--- config.mk ---
export PLATFORM = sky130hd
export DESIGN_NAME = asrs_readout
export DESIGN_NICKNAME = d
export VERILOG_FILES = /design/src/include/asrs_pkg.sv /design/src/rtl/asrs_sync.sv /design/src/rtl/asrs_axis_reg.sv /design/src/rtl/asrs_readout.sv
export VERILOG_INCLUDE_DIRS = /design/src /design/src/include
export SDC_FILE = /design/constraint.sdc
export NUM_CORES = 1
export LEC_CHECK = 0
export BUFFER_PORTS_ARGS = -buffer_cell sky130_fd_sc_hd__buf_2
export CORE_ASPECT_RATIO = 0.5
export CORE_MARGIN = 2
export CORE_UTILIZATION = 25
export CTS_BUF_LIST = sky130_fd_sc_hd__clkbuf_16
export CTS_CLUSTER_SIZE = 12
export DETAILED_ROUTE_END_ITERATION = 6
export PLACE_DENSITY = 0.41
export SLEW_MARGIN = 20
export SYNTH_ARGS = -nofsm -noshare
export SYNTH_HDL_FRONTEND = slang
export SYNTH_SLANG_ARGS = --single-unit
--- constraint.sdc ---
create_clock -name sys_clk -period 2.7 [get_ports sys_clk]
set_input_delay 0.54 -clock sys_clk [delete_from_list [all_inputs] [get_ports sys_clk]]
set_output_delay 0.54 -clock sys_clk [all_outputs]
set_load 0.05 [all_outputs]
--- src/include/asrs_cfg.svh ---
`ifndef ASRS_CFG_SVH
`define ASRS_CFG_SVH

// register offsets
`define ASRS_A_STATUS     8'h00
`define ASRS_A_XH         8'h01
`define ASRS_A_XL         8'h02
`define ASRS_A_YH         8'h03
`define ASRS_A_YL         8'h04
`define ASRS_A_ZH         8'h05
`define ASRS_A_ZL         8'h06
`define ASRS_A_MODE       8'h0b
`define ASRS_A_SUMMARY    8'h0c
`define ASRS_A_ORIENT_SRC 8'h10
`define ASRS_A_FFMT_SRC   8'h16
`define ASRS_A_TRANS_SRC  8'h1e
`define ASRS_A_PULSE_SRC  8'h22
`define ASRS_A_STEP       8'h01

// operating mode codes
`define ASRS_MODE_STANDBY 2'h0
`define ASRS_MODE_WAKE    2'h1
`define ASRS_MODE_SLEEP   2'h2
`define ASRS_MODE_UNUSED  2'h3

// summary bit positions
`define ASRS_B_SLEEP      7
`define ASRS_B_TRANS      5
`define ASRS_B_ORIENT     4
`define ASRS_B_PULSE      3
`define ASRS_B_FFMT       2
`define ASRS_B_DRDY       0

// serial port
`define ASRS_DEV_ADDR     7'h1c
`define ASRS_BYTE_BITS    4'h8
`define ASRS_CNT_STEP     4'h1
`define ASRS_NIB_ZERO     4'h0
`define ASRS_MODE_PAD     6'h00
`define ASRS_BYTE_ZERO    8'h00

`endif

--- src/include/asrs_pkg.sv ---
`default_nettype none

package asrs_pkg;

  typedef enum logic [2:0] {
    ASRS_IDLE    = 3'b000,
    ASRS_DEVADDR = 3'b001,
    ASRS_DEVACK  = 3'b010,
    ASRS_REGADDR = 3'b011,
    ASRS_REGACK  = 3'b100,
    ASRS_WRBYTE  = 3'b101,
    ASRS_TXBYTE  = 3'b110,
    ASRS_TXACK   = 3'b111
  } asrs_port_t;

endpackage
`default_nettype wire

--- src/rtl/asrs_sync.sv ---
`timescale 1ns/1ns
`default_nettype none

module asrs_sync #(
  parameter int W = 2
) (
  // clock and reset
  input  wire logic         sys_clk,
  input  wire logic         rst_n,
  // pins in, synchronised out
  input  wire logic [W-1:0] din,
  output logic      [W-1:0] dout
);

  logic [W-1:0] stage1;

  // two flops, first one read only by the second
  always_ff @(posedge sys_clk or negedge rst_n) begin
    if (!rst_n) begin
      stage1 <= '1;
      dout   <= '1;
    end else begin
      stage1 <= din;
      dout   <= stage1;
    end
  end

endmodule
`default_nettype wire

--- src/rtl/asrs_axis_reg.sv ---
`timescale 1ns/1ns
`default_nettype none
`include "asrs_cfg.svh"

module asrs_axis_reg (
  // clock and reset
  input  wire logic        sys_clk,
  input  wire logic        rst_n,
  // control
  input  wire logic        clr,
  input  wire logic        highRead,
  // sample in
  input  wire logic        sampleValid,
  input  wire logic [11:0] sampleIn,
  // flags and bytes
  output logic             ready,
  output logic             overwrite,
  output logic      [7:0]  highByte,
  output logic      [7:0]  lowShadow
);

  logic [11:0] sample;

  assign highByte = sample[11:4];

  always_ff @(posedge sys_clk or negedge rst_n) begin
    if (!rst_n) begin
      ready     <= 1'b0;
      overwrite <= 1'b0;
    end else begin
      ready     <= sampleValid | (ready & ~highRead & ~clr);
      overwrite <= (sampleValid & ready & ~clr) | (overwrite & ~highRead & ~clr);
    end
  end

  always_ff @(posedge sys_clk or negedge rst_n) begin
    if (!rst_n) begin
      sample    <= '0;
      lowShadow <= '0;
    end else begin
      if (sampleValid) begin
        sample <= sampleIn;
      end else if (clr) begin
        sample <= '0;
      end
      if (clr) begin
        lowShadow <= '0;
      end else if (highRead) begin
        lowShadow <= {sample[3:0], `ASRS_NIB_ZERO};
      end
    end
  end
endmodule
`default_nettype wire

--- src/rtl/asrs_readout.sv ---
`timescale 1ns/1ns
`default_nettype none
`include "asrs_cfg.svh"

module asrs_readout
  import asrs_pkg::*;
(
  // clock and reset
  input  wire logic        sys_clk,
  input  wire logic        rst_n,
  // serial port pins
  input  wire logic        sclIn,
  input  wire logic        sdaIn,
  output logic             sdaOut,
  output logic             sdaOe,
  // sample engine
  input  wire logic        xValid,
  input  wire logic [11:0] xSample,
  input  wire logic        yValid,
  input  wire logic [11:0] ySample,
  input  wire logic        zValid,
  input  wire logic [11:0] zSample,
  // control
  input  wire logic [2:0]  axisEnable,
  input  wire logic        fastRead,
  input  wire logic        drdyIntEnable,
  input  wire logic [1:0]  modeCode,
  // function interrupts
  input  wire logic        ffMtIrq,
  input  wire logic        pulseIrq,
  input  wire logic        orientIrq,
  input  wire logic        transIrq,
  input  wire logic        sleepWakeIrq
);

  asrs_port_t  state;
  asrs_port_t  next_state;
  logic        sclS;
  logic        sdaS;
  logic        sclPrev;
  logic        sdaPrev;
  logic [3:0]  bitCnt;
  logic [7:0]  shiftIn;
  logic [7:0]  shiftOut;
  logic [7:0]  next_shiftOut;
  logic [7:0]  ptr;
  logic [7:0]  lastAddr;
  logic        lastValid;
  logic        isRead;
  logic        ackOk;
  logic        next_sdaOe;
  logic [1:0]  modeReg;
  logic        allReady;
  logic        allOw;
  logic [5:0]  summ;
  logic [5:0]  irqPrev;
  logic [2:0]  readyVec;
  logic [2:0]  owVec;
  logic [7:0]  xHigh;
  logic [7:0]  yHigh;
  logic [7:0]  zHigh;
  logic [7:0]  xLow;
  logic [7:0]  yLow;
  logic [7:0]  zLow;
  logic [7:0]  summaryByte;

  ////////////////////////////////////////////////////////////////////
  // pin synchronisers and bus conditions
  asrs_sync #(.W(2)) uSync (
    .sys_clk (sys_clk),
    .rst_n   (rst_n),
    .din     ({sclIn, sdaIn}),
    .dout    ({sclS, sdaS})
  );

  always_ff @(posedge sys_clk or negedge rst_n) begin
    if (!rst_n) begin
      sclPrev <= 1'b1;
      sdaPrev <= 1'b1;
    end else begin
      sclPrev <= sclS;
      sdaPrev <= sdaS;
    end
  end

  wire sclRise   = sclS & ~sclPrev;
  wire sclFall   = ~sclS & sclPrev;
  wire startSeen = sclS & sclPrev & sdaPrev & ~sdaS;
  wire stopSeen  = sclS & sclPrev & ~sdaPrev & sdaS;
  wire byteDone  = bitCnt == `ASRS_BYTE_BITS;
  wire addrHit   = shiftIn[7:1] == `ASRS_DEV_ADDR;
  wire txLoad    = sclFall & (((state == ASRS_DEVACK) & isRead)
                   | ((state == ASRS_TXACK) & ackOk));
  wire regLoad   = sclFall & byteDone & (state == ASRS_REGADDR);

  ////////////////////////////////////////////////////////////////////
  // read decode and side effects
  wire rdXh     = txLoad & (ptr == `ASRS_A_XH);
  wire rdYh     = txLoad & (ptr == `ASRS_A_YH);
  wire rdZh     = txLoad & (ptr == `ASRS_A_ZH);
  wire rdStatus = txLoad & (ptr == `ASRS_A_STATUS);
  wire rdMode   = txLoad & (ptr == `ASRS_A_MODE);
  wire rdOrient = txLoad & (ptr == `ASRS_A_ORIENT_SRC);
  wire rdFfmt   = txLoad & (ptr == `ASRS_A_FFMT_SRC);
  wire rdTrans  = txLoad & (ptr == `ASRS_A_TRANS_SRC);
  wire rdPulse  = txLoad & (ptr == `ASRS_A_PULSE_SRC);
  wire lowOkX   = lastValid & (lastAddr == `ASRS_A_XH);
  wire lowOkY   = lastValid & (lastAddr == `ASRS_A_YH);
  wire lowOkZ   = lastValid & (lastAddr == `ASRS_A_ZH);

  wire actStart = (modeReg == `ASRS_MODE_STANDBY)
                  & ((modeCode == `ASRS_MODE_WAKE) | (modeCode == `ASRS_MODE_SLEEP));

  wire [2:0] validVec  = {zValid, yValid, xValid};
  wire [2:0] hiRdVec   = {rdZh, rdYh, rdXh};
  wire [2:0] readyNext = (readyVec & ~hiRdVec) | validVec;
  wire       newAny    = |(validVec & axisEnable);
  wire       owAny     = |(validVec & readyVec);
  wire       allClear  = (|hiRdVec) & ~(|(readyNext & axisEnable));
  wire [7:0] statusByte = {allOw, owVec, allReady, readyVec};
  wire [7:0] modeByte   = {`ASRS_MODE_PAD, modeReg};

  wire [7:0] rdByte =
    (ptr == `ASRS_A_STATUS)           ? statusByte  :
    (ptr == `ASRS_A_XH)               ? xHigh       :
    ((ptr == `ASRS_A_XL) && lowOkX)   ? xLow        :
    (ptr == `ASRS_A_YH)               ? yHigh       :
    ((ptr == `ASRS_A_YL) && lowOkY)   ? yLow        :
    (ptr == `ASRS_A_ZH)               ? zHigh       :
    ((ptr == `ASRS_A_ZL) && lowOkZ)   ? zLow        :
    (ptr == `ASRS_A_MODE)             ? modeByte    :
    (ptr == `ASRS_A_SUMMARY)          ? summaryByte : `ASRS_BYTE_ZERO;

  // burst wrap after last sample byte
  wire [7:0] nextPtr =
    (ptr == `ASRS_A_ZL)                ? `ASRS_A_STATUS :
    (fastRead && ptr == `ASRS_A_XH)    ? `ASRS_A_YH     :
    (fastRead && ptr == `ASRS_A_YH)    ? `ASRS_A_ZH     :
    (fastRead && ptr == `ASRS_A_ZH)    ? `ASRS_A_STATUS : 8'(ptr + `ASRS_A_STEP);

  ////////////////////////////////////////////////////////////////////
  // axis holders
  asrs_axis_reg uAxisX (
    .sys_clk (sys_clk), .rst_n (rst_n), .clr (actStart), .highRead (rdXh),
    .sampleValid (xValid), .sampleIn (xSample),
    .ready (readyVec[0]), .overwrite (owVec[0]), .highByte (xHigh), .lowShadow (xLow)
  );
  asrs_axis_reg uAxisY (
    .sys_clk (sys_clk), .rst_n (rst_n), .clr (actStart), .highRead (rdYh),
    .sampleValid (yValid), .sampleIn (ySample),
    .ready (readyVec[1]), .overwrite (owVec[1]), .highByte (yHigh), .lowShadow (yLow)
  );
  asrs_axis_reg uAxisZ (
    .sys_clk (sys_clk), .rst_n (rst_n), .clr (actStart), .highRead (rdZh),
    .sampleValid (zValid), .sampleIn (zSample),
    .ready (readyVec[2]), .overwrite (owVec[2]), .highByte (zHigh), .lowShadow (zLow)
  );

  ////////////////////////////////////////////////////////////////////
  // port state machine
  always_comb begin
    next_state = state;
    case (state)
      ASRS_IDLE: begin
        next_state = ASRS_IDLE;
      end
      ASRS_DEVADDR: begin
        if (sclFall && byteDone) next_state = addrHit ? ASRS_DEVACK : ASRS_IDLE;
      end
      ASRS_DEVACK: begin
        if (sclFall) next_state = isRead ? ASRS_TXBYTE : ASRS_REGADDR;
      end
      ASRS_REGADDR, ASRS_WRBYTE: begin
        if (sclFall && byteDone) next_state = ASRS_REGACK;
      end
      ASRS_REGACK: begin
        if (sclFall) next_state = ASRS_WRBYTE;
      end
      ASRS_TXBYTE: begin
        if (sclFall && byteDone) next_state = ASRS_TXACK;
      end
      ASRS_TXACK: begin
        if (sclFall) next_state = ackOk ? ASRS_TXBYTE : ASRS_IDLE;
      end
      default: begin
        next_state = ASRS_IDLE;
      end
    endcase
    if (startSeen) next_state = ASRS_DEVADDR;
    if (stopSeen) next_state = ASRS_IDLE;
  end

  assign next_shiftOut = txLoad ? rdByte :
                         (sclFall && state == ASRS_TXBYTE) ? {shiftOut[6:0], 1'b0} : shiftOut;
  assign next_sdaOe    = (next_state == ASRS_DEVACK) | (next_state == ASRS_REGACK)
                         | ((next_state == ASRS_TXBYTE) & ~next_shiftOut[7]);

  always_ff @(posedge sys_clk or negedge rst_n) begin
    if (!rst_n) begin
      state    <= ASRS_IDLE;
      shiftOut <= '0;
      sdaOe    <= 1'b0;
      sdaOut   <= 1'b0;
    end else begin
      state    <= next_state;
      shiftOut <= next_shiftOut;
      sdaOe    <= next_sdaOe;
      sdaOut   <= 1'b0;
    end
  end

  always_ff @(posedge sys_clk or negedge rst_n) begin
    if (!rst_n) begin
      bitCnt  <= '0;
      shiftIn <= '0;
      isRead  <= 1'b0;
      ackOk   <= 1'b0;
    end else begin
      if (next_state != state) begin
        bitCnt <= '0;
      end else if (sclRise) begin
        bitCnt <= bitCnt + `ASRS_CNT_STEP;
      end
      if (sclRise) shiftIn <= {shiftIn[6:0], sdaS};
      if (sclFall && byteDone && state == ASRS_DEVADDR) isRead <= shiftIn[0];
      if (sclRise && state == ASRS_TXACK) ackOk <= ~sdaS;
    end
  end

  always_ff @(posedge sys_clk or negedge rst_n) begin
    if (!rst_n) begin
      ptr       <= `ASRS_A_STATUS;
      lastAddr  <= `ASRS_A_STATUS;
      lastValid <= 1'b0;
    end else if (stopSeen) begin
      ptr       <= `ASRS_A_STATUS;
      lastValid <= 1'b0;
    end else if (regLoad) begin
      ptr       <= shiftIn;
      lastValid <= 1'b0;
    end else if (txLoad) begin
      ptr       <= nextPtr;
      lastAddr  <= ptr;
      lastValid <= 1'b1;
    end else if (startSeen) begin
      lastValid <= 1'b0;
    end
  end

  ////////////////////////////////////////////////////////////////////
  // combined flags, mode and summary
  // unused mode code ignored
  always_ff @(posedge sys_clk or negedge rst_n) begin
    if (!rst_n) begin
      modeReg <= `ASRS_MODE_STANDBY;
    end else if (modeCode != `ASRS_MODE_UNUSED) begin
      modeReg <= modeCode;
    end
  end

  always_ff @(posedge sys_clk or negedge rst_n) begin
    if (!rst_n) begin
      allReady <= 1'b0;
      allOw    <= 1'b0;
    end else begin
      allReady <= newAny | (allReady & ~allClear & ~actStart);
      allOw    <= owAny | (allOw & ~allClear & ~actStart);
    end
  end

  wire       drdyLvl = (allReady | allOw) & drdyIntEnable;
  wire [5:0] irqVec  = {sleepWakeIrq, transIrq, orientIrq, pulseIrq, ffMtIrq, drdyLvl};
  // data bit cleared by sample reads and by activation only
  // sleep bit cleared by mode read
  wire [5:0] clrVec  = {rdMode, rdTrans, rdOrient, rdPulse, rdFfmt, allClear};
  wire [5:0] riseVec = irqVec & ~irqPrev;

  always_ff @(posedge sys_clk or negedge rst_n) begin
    if (!rst_n) begin
      summ    <= '0;
      irqPrev <= '0;
    end else begin
      irqPrev <= irqVec;
      summ    <= riseVec | (summ & ~clrVec & {6{~actStart}});
    end
  end

  always_comb begin
    summaryByte                 = `ASRS_BYTE_ZERO;
    summaryByte[`ASRS_B_SLEEP]  = summ[5];
    summaryByte[`ASRS_B_TRANS]  = summ[4];
    summaryByte[`ASRS_B_ORIENT] = summ[3];
    summaryByte[`ASRS_B_PULSE]  = summ[2];
    summaryByte[`ASRS_B_FFMT]   = summ[1];
    summaryByte[`ASRS_B_DRDY]   = summ[0];
  end
endmodule
`default_nettype wire

# Word-level counts from Yosys, hierarchy flattened
# Cells that the tools add are included.
# W data, S select, Z words.
# totals
mem_bits_ro	0
ramBits	0
ff_bits	131
output_inout_bits	2
n_memories	0
latchBits	0
elab_cells	227
inputBits	55
# op_classes
eq_ne	31
n_shift	0
bitwise_logic	87
n_div	0
n_mul	0
n_lt_le_gt_ge	0
add_sub_neg	2
muxes	46
n_reduce_logical	29
# ops
operator	count
$mux W8	24
$and A1 B1 Y1	49
$mux W12	4
$eq A8 B3 Y1 const B	4
$mux W3	10
$eq A8 B2 Y1 const B	3
$eq A8 B5 Y1 const B	3
$pmux W3 S7	1
$and A6 B6 Y6	3
$eq A3 B3 Y1 const B	6
$eq A8 B1 Y1 const B	2
$eq A8 B4 Y1 const B	2
$reduce_bool A2 Y1	8
$not A1 Y1	13
$or A1 B1 Y1	13
$and A3 B3 Y3	4
$not A6 Y6	2
$reduce_or A3 Y1	4
$logic_and A1 B1 Y1	10
$eq A3 B2 Y1 const B	3
$add A8 B1 Y8 const B	1
$eq A8 B6 Y1 const B	1
$logic_not A8 Y1	1
$mux W4	2
19 further kinds	22

# Longest topological paths before layout
# Gate-level depths: netlist of the first run.
# logic_depth
ltp_word	16
ltp_mapped	9
mapped_depth_nobuf	8

# Cells and area by module
# From an unflattened synthesis of the first run, not the netlist that was laid out.
# hier_totals
cells_unflattened	677
area_unflattened_um2	6546.3
# modules_own_cells
mod	seq_area_each_um2	n_inst	cells_each	area_per_inst_um2
asrs_readout	1529.0	1	478	3997.6
asrs_axis_reg	450.4	3	65	814.5
asrs_sync	105.1	1	4	105.1

# Worst setup path before layout of the first run
# Ideal clock, no wire load.
# synth_timing
path_kind	reg2reg
start	register sclPrev
end	register allReady
t_arrival_ps	1898
path_stages_with_launch	8
required_ps	2556
period_less_slack_ps	2041
setup_time_ps	144
path_slack_ps	659
n_path_buf	1
cell_sequence	dfstp_2 -> clkbuf_1 -> nand3b_1 -> a21oi_2 -> nand3_4 -> and3_1 -> nor4_2 -> o21ai_0
# synth_via
elab_chain_len	14
elab_cells_between_ends	17
cone_classes	15 x bitwise; 2 x reduce/logical
# synth_lines
item	line_no	text
start: declaration	asrs_readout.sv:40	logic sclPrev;
start signal: assignment	asrs_readout.sv:81	sclPrev <= sclS;
$and A1 B1 Y1 (*)	asrs_readout.sv:87	wire sclFall = ~sclS & sclPrev;
$and A1 B1 Y1 (*)	asrs_readout.sv:92	wire txLoad = sclFall & (((state == ASRS_DEVACK) & isRead)
$and A1 B1 Y1 (on tied branches)	asrs_readout.sv:98, asrs_readout.sv:99, asrs_readout.sv:100	
$not A3 Y3	asrs_readout.sv:116	wire [2:0] readyNext = (readyVec & ~hiRdVec) | validVec;
$and A3 B3 Y3	asrs_readout.sv:116	
$or A3 B3 Y3	asrs_readout.sv:116	
$and A3 B3 Y3	asrs_readout.sv:119	wire allClear = (|hiRdVec) & ~(|(readyNext & axisEnable));
$reduce_or A3 Y1	asrs_readout.sv:119	
$not A1 Y1	asrs_readout.sv:119	
$and A1 B1 Y1 (*)	asrs_readout.sv:119	
$not A1 Y1 (*)	asrs_readout.sv:266	allReady <= newAny | (allReady & ~allClear & ~actStart);
$and A1 B1 Y1 (*) (2 in series)	asrs_readout.sv:266	
$or A1 B1 Y1 (*)	asrs_readout.sv:266	
end signal: assignment	asrs_readout.sv:266	
end: declaration	asrs_readout.sv:53	logic allReady;
# Mark *: on every way between the ends. The rest lies on a longest branch, timed or not.
# A chain may end at the register's enable or synchronous reset.

# Worst setup path after layout of the first run
# layout_timing
start	register ptr[0]
end	register shiftOut[5]
# layout_via
elab_chain_len	11
elab_cells_between_ends	22
cone_classes	8 x eq/ne; 10 x mux; 4 x reduce/logical
# layout_lines
item	line_no	text
start: declaration	asrs_readout.sv:46	logic [7:0] ptr;
start signal: assignment	asrs_readout.sv:232	ptr <= `ASRS_A_STATUS;
start signal: assignment	asrs_readout.sv:236	ptr <= `ASRS_A_STATUS;
start signal: assignment	asrs_readout.sv:239	ptr <= shiftIn;
$eq A8 B4 Y1 (no line)	n/a	
$mux W8 (no line) (8 in series)	n/a	
$mux W8 (no line) (*)	n/a	
$mux W8 (*)	asrs_readout.sv:193	assign next_shiftOut = txLoad ? rdByte :
end signal: assignment	asrs_readout.sv:206	shiftOut <= next_shiftOut;
end: declaration	asrs_readout.sv:44	logic [7:0] shiftOut;
# Marked as above.

==> metrics.txt, run 1 <==
post-CTS sizing=0; net switching power=1.24 mW; Flop pwr share=43.3%; CTS H-tree depth=4; count leader, synth=nand2_1; fin crit share=93.8%; critical path required time=3050 ps; Slowest Stage Delay on Critical Path=480 ps; number of max-cap violations=0; Yosys cell types=73; worst vdd ir=0.403 mV; port buffer count=55; # nets final=772; outcome=completed; Die ar.=0.0253 sq mm; post-synthesis sequential area ratio=49.8%; Hold WC Path Type=input pin to async pin; core area=0.0232 sq mm; switching share of power=26.0%; clk_lat worst skew=420 ps; Critical Path Sink=shiftOut[5]$_DFFE_PN0P_; Die H=114 um; clock transition at the registers of the reported paths=60 ps; worst reg2reg path endpoint=shiftOut[5]$_DFFE_PN0P_; RSZ-0062 raised after global routing=false; num rows=39; CP endpoint kind=flop; r2r startpoint=ptr[0]$_DFFE_PN0P_; Place WS=235 ps; Syn Nets=717; CTS max path bufs=2; Initial DRT Pass Iterations=5; Detail Route Antenna Nets=0; DRC viols=0; Power Dens Cells=660 mW/mm^2; first-pass GRT wire length=29200 um; Total Neg Setup Slack=0 ps; Synth Flop Type=dfrtp_1; vias=5028; Worst slew margin=48.1%; Seq cells post-synth=119; Setup Viol. Count Final=0; Mapped Avg Cell Area=9.15 sq um; clock power share=46.7%; number of buffers created by CTS=17; CP max-delay cell=a2111oi_0; Netlist Area Pre-Place=0.00600 sq mm; fmax=395 MHz; Top Ports=57; Internal=3.54 mW; CP max FO=7; Setup CP Type=flop to flop; vias per cell=4.88; Max Transition Viols Final=0; initial core utilization=25.9%; Power Total=4.78 mW; top-area cell type share of the netlist area=47.2%; GRT overflow=0; ys async rst share=100%; hpwl dp=12800 um; worst setup margin=166 ps; hold buffer count at CTS=0; Syn Inst Count=655; P&R area growth vs syn=20.8%; routability cong.=0.848; Worst Tran Pin Value=779 ps; leakage power=3.26 nW; R2R cell count=8; layout cell share with drive strength beyond 1=17.6%; Ys Warns=0; Worst Setup SP=ptr[0]$_DFFE_PN0P_; Total Routed Length=17700 um; Final min period=2530 ps; number of enable flip-flop cells after synthesis=0; Comb power frac=10.0%; Final Hold Viols=0; Post-CTS Setup Bufs=0; Cell Chain, Critical Path=inv_1, ha_1, nor2b_1, nand3_1, a21oi_2, a221oi_1, a2111oi_0, a311o_1; Commonest cells post-synth=nand2_1, dfrtp_1, o21ai_0; number of inserted diodes=0; total track usage=15.0%; vias in the first global route=5155; largest cells by area after synthesis=dfrtp_1, nand2_1, o21ai_0, mux2i_1, dfstp_2; largest net degree at the start of global routing=59; CTS tree=built; Crit path arrival time=2890 ps; skew final=7.93 ps; clock sinks=119; post-synth top area cell=dfrtp_1; routed len/inst=17.2 um; DIE WIDTH=223 um; register-to-register setup slack=170 ps; initial antenna violation count=0; Root Buffer Master=clkbuf_16; initial drt markers=462; startpoint types=flop
[layer usage]
metal,GRT usage [%],vias up,part of all wire [%]
met2,22.9,106,44
met3,3.58,11,4.3
li1,-,2438,-
met4,4.07,0,0.96
met1,21.3,2473,50
met5,0,-,0
[critical path: cells and delay by family (launching register included)]
| kind | cells | cell delay (ps) |
|---|---|---|
| simple gates | 2 | 490 |
| fa+ha+maj | 1 | 250 |
| flops | 1 | 450 |
| compound gates | 4 | 1150 |
| buf+inv | 1 | 130 |
[cells in the final DEF (no fill, tap or decap), types with 3 or more instances in the layout]
master	n
nand4_1	9
a21oi_1	30
nand2_1	144
inv_1	26
bufinv_16	3
a22oi_1	8
o311a_1	4
or3_1	3
mux2i_1	16
a222oi_1	3
and3_1	10
a22o_1	5
xnor2_1	4
o211ai_1	5
a31o_2	3
o22ai_1	4
nor3b_1	3
o31ai_1	5
a221oi_1	3
ha_1	7
nor3_1	8
nand3_1	23
dfstp_2	6
nor2_1	34
nand2b_1	6
clkbuf_16	17
clkinv_2	4
nor2b_1	6
mux2_2	4
buf_2	54
o221ai_1	6
and3b_1	4
clkinv_1	5
xor2_1	3
dfrtp_1	113
buf_4	22
o21ai_0	60
[cell families (layout without fill, tap and decap cells)]
logic type	count (synthesis)	count (layout)	synth area share [%]
adder cells (fa/ha/maj)	7	7	1.46
XOR/XNOR	7	7	1.02
other	1	1	0.0625
multiplexers	20	20	3.42
AND/OR/NAND/NOR	273	273	22.2
AO/OA/AOI/OAI	162	162	17.6
flip-flops	119	119	49.8
buffers and inverters	66	134	4.49
[power groups by stage]
| stage | Clock [mW] | Combinational, mW | Sequential, mW |
|---|---|---|---|
| after floorplan | 0 | 0.305 | 2.04 |
| after global placement | 0 | 0.482 | 2.10 |
| after detailed placement | 0 | 0.485 | 2.10 |
| after CTS | 2.30 | 0.487 | 2.07 |
| after global routing | 2.39 | 0.552 | 2.09 |
| final | 2.23 | 0.476 | 2.07 |
[layout make-up]
cell class / count / area [sq um]
clock buffer: 17 / 425
fill: 2447 / 15900
timing repair buffer: 78 / 475
inverter: 24 / 90.1
tap: 307 / 384
clock inverter: 15 / 144
multi-input combinational: 470 / 2740
sequential: 119 / 2990
[how the worst min path moves through the flow]
stage	end	cells after the start	slack, ps	startpoint
floorplan	ackOk$_DFFE_PN0P_	0	240	rst_n
global placement	uSync.dout[0]$_DFF_PN1_	0	350	uSync.stage1[0]$_DFF_PN1_
detailed placement	uSync.dout[0]$_DFF_PN1_	0	350	uSync.stage1[0]$_DFF_PN1_
CTS	bitCnt[2]$_DFFE_PN0P_	1	80	rst_n
global route	bitCnt[2]$_DFFE_PN0P_	1	100	rst_n
finish	bitCnt[2]$_DFFE_PN0P_	1	70	rst_n
[through the flow]
step / hold slack (ps) / area [sq um] / instances / util [%]
3_5_place_dp: 351 / 6680 / 998 / 28.8
2_1_floorplan: 244 / 6000 / 655 / -
6_report: 72.3 / 7250 / 1030 / 31.3
4_1_cts: 82.8 / 7250 / 1030 / 31.3
5_1_grt: 95.2 / 7250 / 1030 / 31.3
3_3_place_gp: 348 / 6680 / 998 / 28.8
[flip-flops by register name, summed over array words and instances, names as in the netlist, 2 cells and up]
name and flops:
uAxisZ.sample 12, state 3, uAxisX.sample 12, lastAddr 8, uAxisX.lowShadow 4, bitCnt 4, shiftIn 8, ptr 8
shiftOut 8, uAxisZ.lowShadow 4, summ 6, uSync.stage1 2, uSync.dout 2, uAxisY.lowShadow 4, uAxisY.sample 12, modeReg 2
irqPrev 6
(Power assumes the default switching activity.)
==> inputs of run 2 (changes only) <==
- BUFFER_PORTS_ARGS: -buffer_cell sky130_fd_sc_hd__buf_2 -> -buffer_cell sky130_fd_sc_hd__buf_4
- PLACE_DENSITY: 0.41 -> 0.43
- clock period: 2.7 -> 2.3 ns (I/O delays scaled with it)
==> run 2 against run 1 <==
Effect of this change:
- sequential share of layout area fell by 2.0 points
- register-to-register slack got worse by 20 ps
- critical path depth shrank 1
- maximum frequency rose by 18%
- clock skew grew 3.2 ps
- wire length decreased by 0.82%
- utilization increased by 1.6 points
- power is 16% higher
- largest power group unchanged
==> metrics.txt, run 2 (same netlist as run 1, synthesis figures left out) <==
CP endpoint kind=flop; port buffer count=55; Die ar.=0.0253 sq mm; clk_lat worst skew=430 ps; outcome=completed; number of max-cap violations=0; Final Hold Viols=0; CTS tree=built; core area=0.0232 sq mm; Die H=114 um; cell count after placement=1021; CTS H-tree depth=4; met3 routed WL=548 um; initial drt markers=406; top sig layer=met4; R2R cell count=7; total track usage=14.6%; Initial DRT Pass Iterations=4; Min-Delay Startpoint=sclIn; Internal=4.01 mW; Crit path arrival time=2470 ps; Worst slew margin=53.8%; Final min period=2150 ps; DRC viols=0; clock power share=45.6%; Worst Hold Path EP=uSync.stage1[1]$_DFF_PN1_; Setup CP Type=flop to flop; vias=5062; register-to-register setup slack=150 ps; fin cells=1054; net switching power=1.56 mW; clock transition at the registers of the reported paths=60 ps; # nets final=796; initial antenna violation count=0; r2r startpoint=sclPrev$_DFF_PN1_; num rows=39; CP max-delay cell=dfstp_2; DIE WIDTH=223 um; routed len/inst=16.7 um; M1 wire length=9050 um; Detail Route Antenna Nets=0; initial core utilization=25.9%; met2 routed WL=7650 um; worst setup margin=146 ps; most common cell after layout, fill and taps aside=nand2_1; hold depth=1; final core utilization=32.9%; Flop pwr share=43.6%; routability cong.=0.841; Hold WC Path Type=input pin to flop; number of inserted diodes=0; Top Registers=uAxisX.sample (12), uAxisY.sample (12), uAxisZ.sample (12); Max Transition Viols Final=0; layout cell share with drive strength beyond 1=22.0%; Place WS=-25.2 ps; GRT overflow=0; critical path required time=2610 ps; P&R area growth vs syn=27.1%; Post-CTS Setup Bufs=0; clock sinks=119; vias per cell=4.80; first-pass GRT wire length=28600 um; startpoint types=flop; CTS max path bufs=2; RSZ-0062 raised after global routing=true; CP max FO=11; number of buffers created by CTS=17; leakage power=3.41 nW; Comb power frac=10.8%; switching share of power=27.9%; Top Ports=57; Cell Chain, Critical Path=nand2b_1, nor3_2, buf_6, mux2i_1, a22o_1, a31oi_2, a2111oi_2; largest net degree at the start of global routing=57; Root Buffer Master=clkbuf_16; Worst Tran Pin Value=693 ps; Total Routed Length=17600 um; worst vdd ir=0.457 mV; Power Dens Cells=731 mW/mm^2; commonest cells after routing, fill and taps aside=nand2_1, dfrtp_1, buf_4; Slowest Stage Delay on Critical Path=620 ps; fin crit share=93.7%; vias in the first global route=5088; hpwl dp=12800 um; Setup Viol. Count Final=0; skew final=11.1 ps; worst reg2reg path endpoint=sdaOe$_DFF_PN0_; fmax=464 MHz
run 2: changes by cell type in the layout (fill, tap and decap cells not counted), sizes merged:
| cell | previous run | this run |
|---|---|---|
| bufinv | 3 | 1 |
| inv | 26 | 27 |
| dlygate4sd3 | 0 | 1 |
| buf | 78 | 101 |
| clkinvlp | 1 | 4 |
| clkinv | 9 | 7 |
run 2: what timing repair did:
action / in CTS / in global routing
hold endpoints to repair: 19 / 0
hold buffers: 1 / 0
setup endpoints to repair: 1 / 6
gates resized for setup: 2 / 12
run 2: area by class of cell:
type / instances / area (sq um)
fill: 2386 / 15600
sequential: 119 / 2990
multi-input combinational: 470 / 2810
timing repair buffer: 102 / 797
clock buffer: 17 / 425
tap: 307 / 384
clock inverter: 15 / 131
inverter: 24 / 90.1
run 2: power by group through the flow:
stage	Clock, mW	Combinational (mW)	Sequential (mW)
2_1_floorplan	0	0.358	2.40
3_3_place_gp	0	0.603	2.46
3_5_place_dp	0	0.606	2.46
4_1_cts	2.62	0.610	2.43
5_1_grt	2.71	0.691	2.45
6_report	2.54	0.603	2.43
run 2: critical path: cells and delay by family, from the launching register on:
family / cells / cell delay [ps]
multiplexers: 1 / 200
AND/OR/NAND/NOR: 2 / 470
AO/OA/AOI/OAI: 3 / 540
flip-flops: 1 / 620
buffers and inverters: 1 / 210
run 2: worst max path at each step:
stage                             startpoint            endpoint  slack (ps)  depth (start not counted)
after detailed placement   sclPrev$_DFF_PN1_     sdaOe$_DFF_PN0_         -30                          7
after CTS                 ptr[1]$_DFFE_PN0P_     sdaOe$_DFF_PN0_          70                          8
after floorplan            sclPrev$_DFF_PN1_  allReady$_DFF_PN0_         260                          7
after global placement     sclPrev$_DFF_PN1_     sdaOe$_DFF_PN0_           7                          7
after global routing       sclPrev$_DFF_PN1_     sdaOe$_DFF_PN0_           1                          7
final                      sclPrev$_DFF_PN1_     sdaOe$_DFF_PN0_         150                          7
run 2: per-stage QoR:
step                hold WS, ps  setup TNS [ps]  instance area, sq um  power [mW]
floorplan                   164               0                  6000        2.75
global placement            346               0                  6980        3.07
detailed placement          348           -25.2                  6980        3.07
CTS                         127               0                  7560        5.65
global route                129               0                  7620        5.85
finish                      141               0                  7620        5.57
run 2: per-layer routing:
metal | up-vias | track usage, %
met5 | - | 0
met4 | 0 | 4.61
met3 | 21 | 3.30
met2 | 83 | 21.7
met1 | 2481 | 21.0
li1 | 2477 | -
==> inputs of run 3 (changes only) <==
- ABC_AREA: not set -> 1
==> run 3 against run 2 <==
Effect of this change:
- the run now ends with design-rule violations left
- power fell by 2.2%
- maximum frequency rose by 5.4%
- critical path depth rose by 5
- global-route usage fell by 0.058 points
- utilization fell by 0.72 points
==> metrics.txt, run 3 <==
Commonest cells post-synth=nand2_1, dfrtp_1, inv_1; commonest cells after routing, fill and taps aside=nand2_1, dfrtp_1, inv_1; CP max FO=10; startpoint types=flop; Slowest Stage Delay on Critical Path=440 ps; top-area cell type share of the netlist area=47.8%; # nets final=906; largest net degree at the start of global routing=120; RSZ-0062 raised after global routing=false; CTS H-tree depth=4; num rows=39; Top Ports=57; routability cong.=0.865; Total Routed Length=16900 um; Mapped Avg Cell Area=7.67 sq um; number of enable flip-flop cells after synthesis=0; vias in the first global route=5362; CTS tree=built; Syn Nets=833; most common cell after layout, fill and taps aside=nand2_1; Min-Delay Startpoint=sclIn; clock sinks=119; post-synth top area cell=dfrtp_1; Worst Tran Pin Value=664 ps; area taken by multi-input logic gates=0.00252 sq mm; DRC viols=3; worst reg2reg path endpoint=sdaOe$_DFF_PN0_; vias=5144; initial drt markers=331; count leader, synth=nand2_1; largest cells by area after synthesis=dfrtp_1, nand2_1, o21ai_0, inv_1, nand3_1; port buffer count=55; Ys Warns=0; post-synthesis sequential area ratio=50.5%; DIE WIDTH=221 um; CTS max path bufs=2; initial antenna violation count=0; Fill cells=2502; layout cell share with drive strength beyond 1=16.2%; clk_lat worst skew=420 ps; number of max-cap violations=0; Worst Setup SP=ptr[1]$_DFFE_PN0P_; R2R cell count=12; critical path required time=2600 ps; CP max-delay cell=dfrtp_1; leakage power=3.67 nW; initial core utilization=25.7%; Final Hold Viols=0; skew final=13.1 ps; GRT overflow=0; register-to-register setup slack=260 ps; CP endpoint kind=flop; Root Buffer Master=clkbuf_16; Hold WC Path Type=input pin to flop; P&R area growth vs syn=25.2%; number of inserted diodes=0; Max Transition Viols Final=0; Netlist Area Pre-Place=0.00591 sq mm; Cell Chain, Critical Path=inv_2, ha_1, nand3_2, nor2_4, buf_4, o21ai_1, a21oi_1, nand2_1, nand2_1, nand2_1, nand2_1, nand2_1; Synth Flop Type=dfrtp_1; Power Dens Cells=736 mW/mm^2; hold buffer count at CTS=0; Setup CP Type=flop to flop; vias per cell=4.42; core area=0.0230 sq mm; total track usage=14.5%; fmax=489 MHz; final core utilization=32.2%; Seq cells post-synth=119; Die H=113 um; routed len/inst=14.5 um; most frequent cell on the critical path=nand2_1; Yosys cell types=35; Worst slew margin=55.7%; worst vdd ir=0.473 mV; Die ar.=0.0250 sq mm; Crit path arrival time=2350 ps; ys async rst share=100%; Initial DRT Pass Iterations=6; Setup Viol. Count Final=0; Detail Route Antenna Nets=0; hpwl dp=12600 um; Critical Path Sink=sdaOe$_DFF_PN0_; clock transition at the registers of the reported paths=60 ps; Final min period=2040 ps; fin crit share=88.9%; number of buffers created by CTS=17; failing checks=design-rule violations; Power Total=5.45 mW; Seq. cell area=0.00299 sq mm; outcome=finished, violations left; Top Registers=uAxisX.sample (12), uAxisY.sample (12), uAxisZ.sample (12); r2r startpoint=ptr[1]$_DFFE_PN0P_; Syn Inst Count=771; first-pass GRT wire length=28400 um; Total Neg Setup Slack=0 ps
[run 3: layer usage]
metal / track usage, % / routed length (um) / vias to the layer above
met5: 0 / 0 / -
met4: 4.55 / 223 / 0
met3: 3.40 / 622 / 16
met2: 22.8 / 7510 / 76
met1: 19.9 / 8540 / 2443
li1: - / - / 2609
[run 3: critical path: cells and delay by family, from the launching register on]
kind / cells / cell delay [ps]
AOI/OAI and AO/OA: 2 / 270
adders and majority gates: 1 / 200
buffers and inverters: 2 / 320
DFF: 1 / 440
and+or+nand+nor: 7 / 680
[run 3: what timing repair did]
action | 4_1_cts | 5_1_grt
gates resized for setup | 0 | 18
endpoints found under the setup margin | 0 | 20
setup buffers | 0 | 4
[run 3: worst min-delay path by stage]
stage | to | slack (ps) | cells past startpoint
floorplan | ackOk$_DFFE_PN0P_ | 160 | 0
global placement | uSync.dout[0]$_DFF_PN1_ | 350 | 0
detailed placement | uSync.dout[0]$_DFF_PN1_ | 350 | 0
CTS | uSync.stage1[1]$_DFF_PN1_ | 130 | 1
global route | uSync.stage1[1]$_DFF_PN1_ | 120 | 1
finish | uSync.stage1[1]$_DFF_PN1_ | 140 | 1
[run 3: final cells by class]
cell class	count	area share, %
tap	307	5.19
inverter	102	5.22
clock buffer	17	5.74
timing repair buffer	72	7.81
sequential	119	40.3
clock inverter	15	1.64
multi-input combinational	532	34.1
[run 3: cell families (layout without fill, tap and decap cells)]
| kind of cell | Yosys count | in the layout | share of synthesized area [%] |
|---|---|---|---|
| other cells | 1 | 1 | 0.0634 |
| flops | 119 | 119 | 50.5 |
| xor+xnor | 5 | 5 | 0.741 |
| fa+ha+maj | 7 | 7 | 1.48 |
| buf+inv | 120 | 206 | 7.87 |
| compound gates | 134 | 134 | 12.3 |
| simple gates | 385 | 385 | 27.0 |
[run 3: stage by stage]
step / instances / cell area, sq um / setup slack (ps) / hold WS, ps
3_3_place_gp: 1128 / 6760 / 82.6 / 346
5_1_grt: 1164 / 7410 / 16.9 / 123
4_1_cts: 1160 / 7310 / 83.2 / 131
2_1_floorplan: 771 / 5910 / 522 / 164
3_5_place_dp: 1128 / 6760 / 79.2 / 348
6_report: 1164 / 7410 / 256 / 145
[run 3: power breakdown]
group / switching (mW) / total (mW) / internal [mW]
Clock: 0.943 / 2.50 / 1.55
Sequential: 0.0990 / 2.35 / 2.25
Combinational: 0.390 / 0.607 / 0.217
Total: 1.43 / 5.45 / 4.02
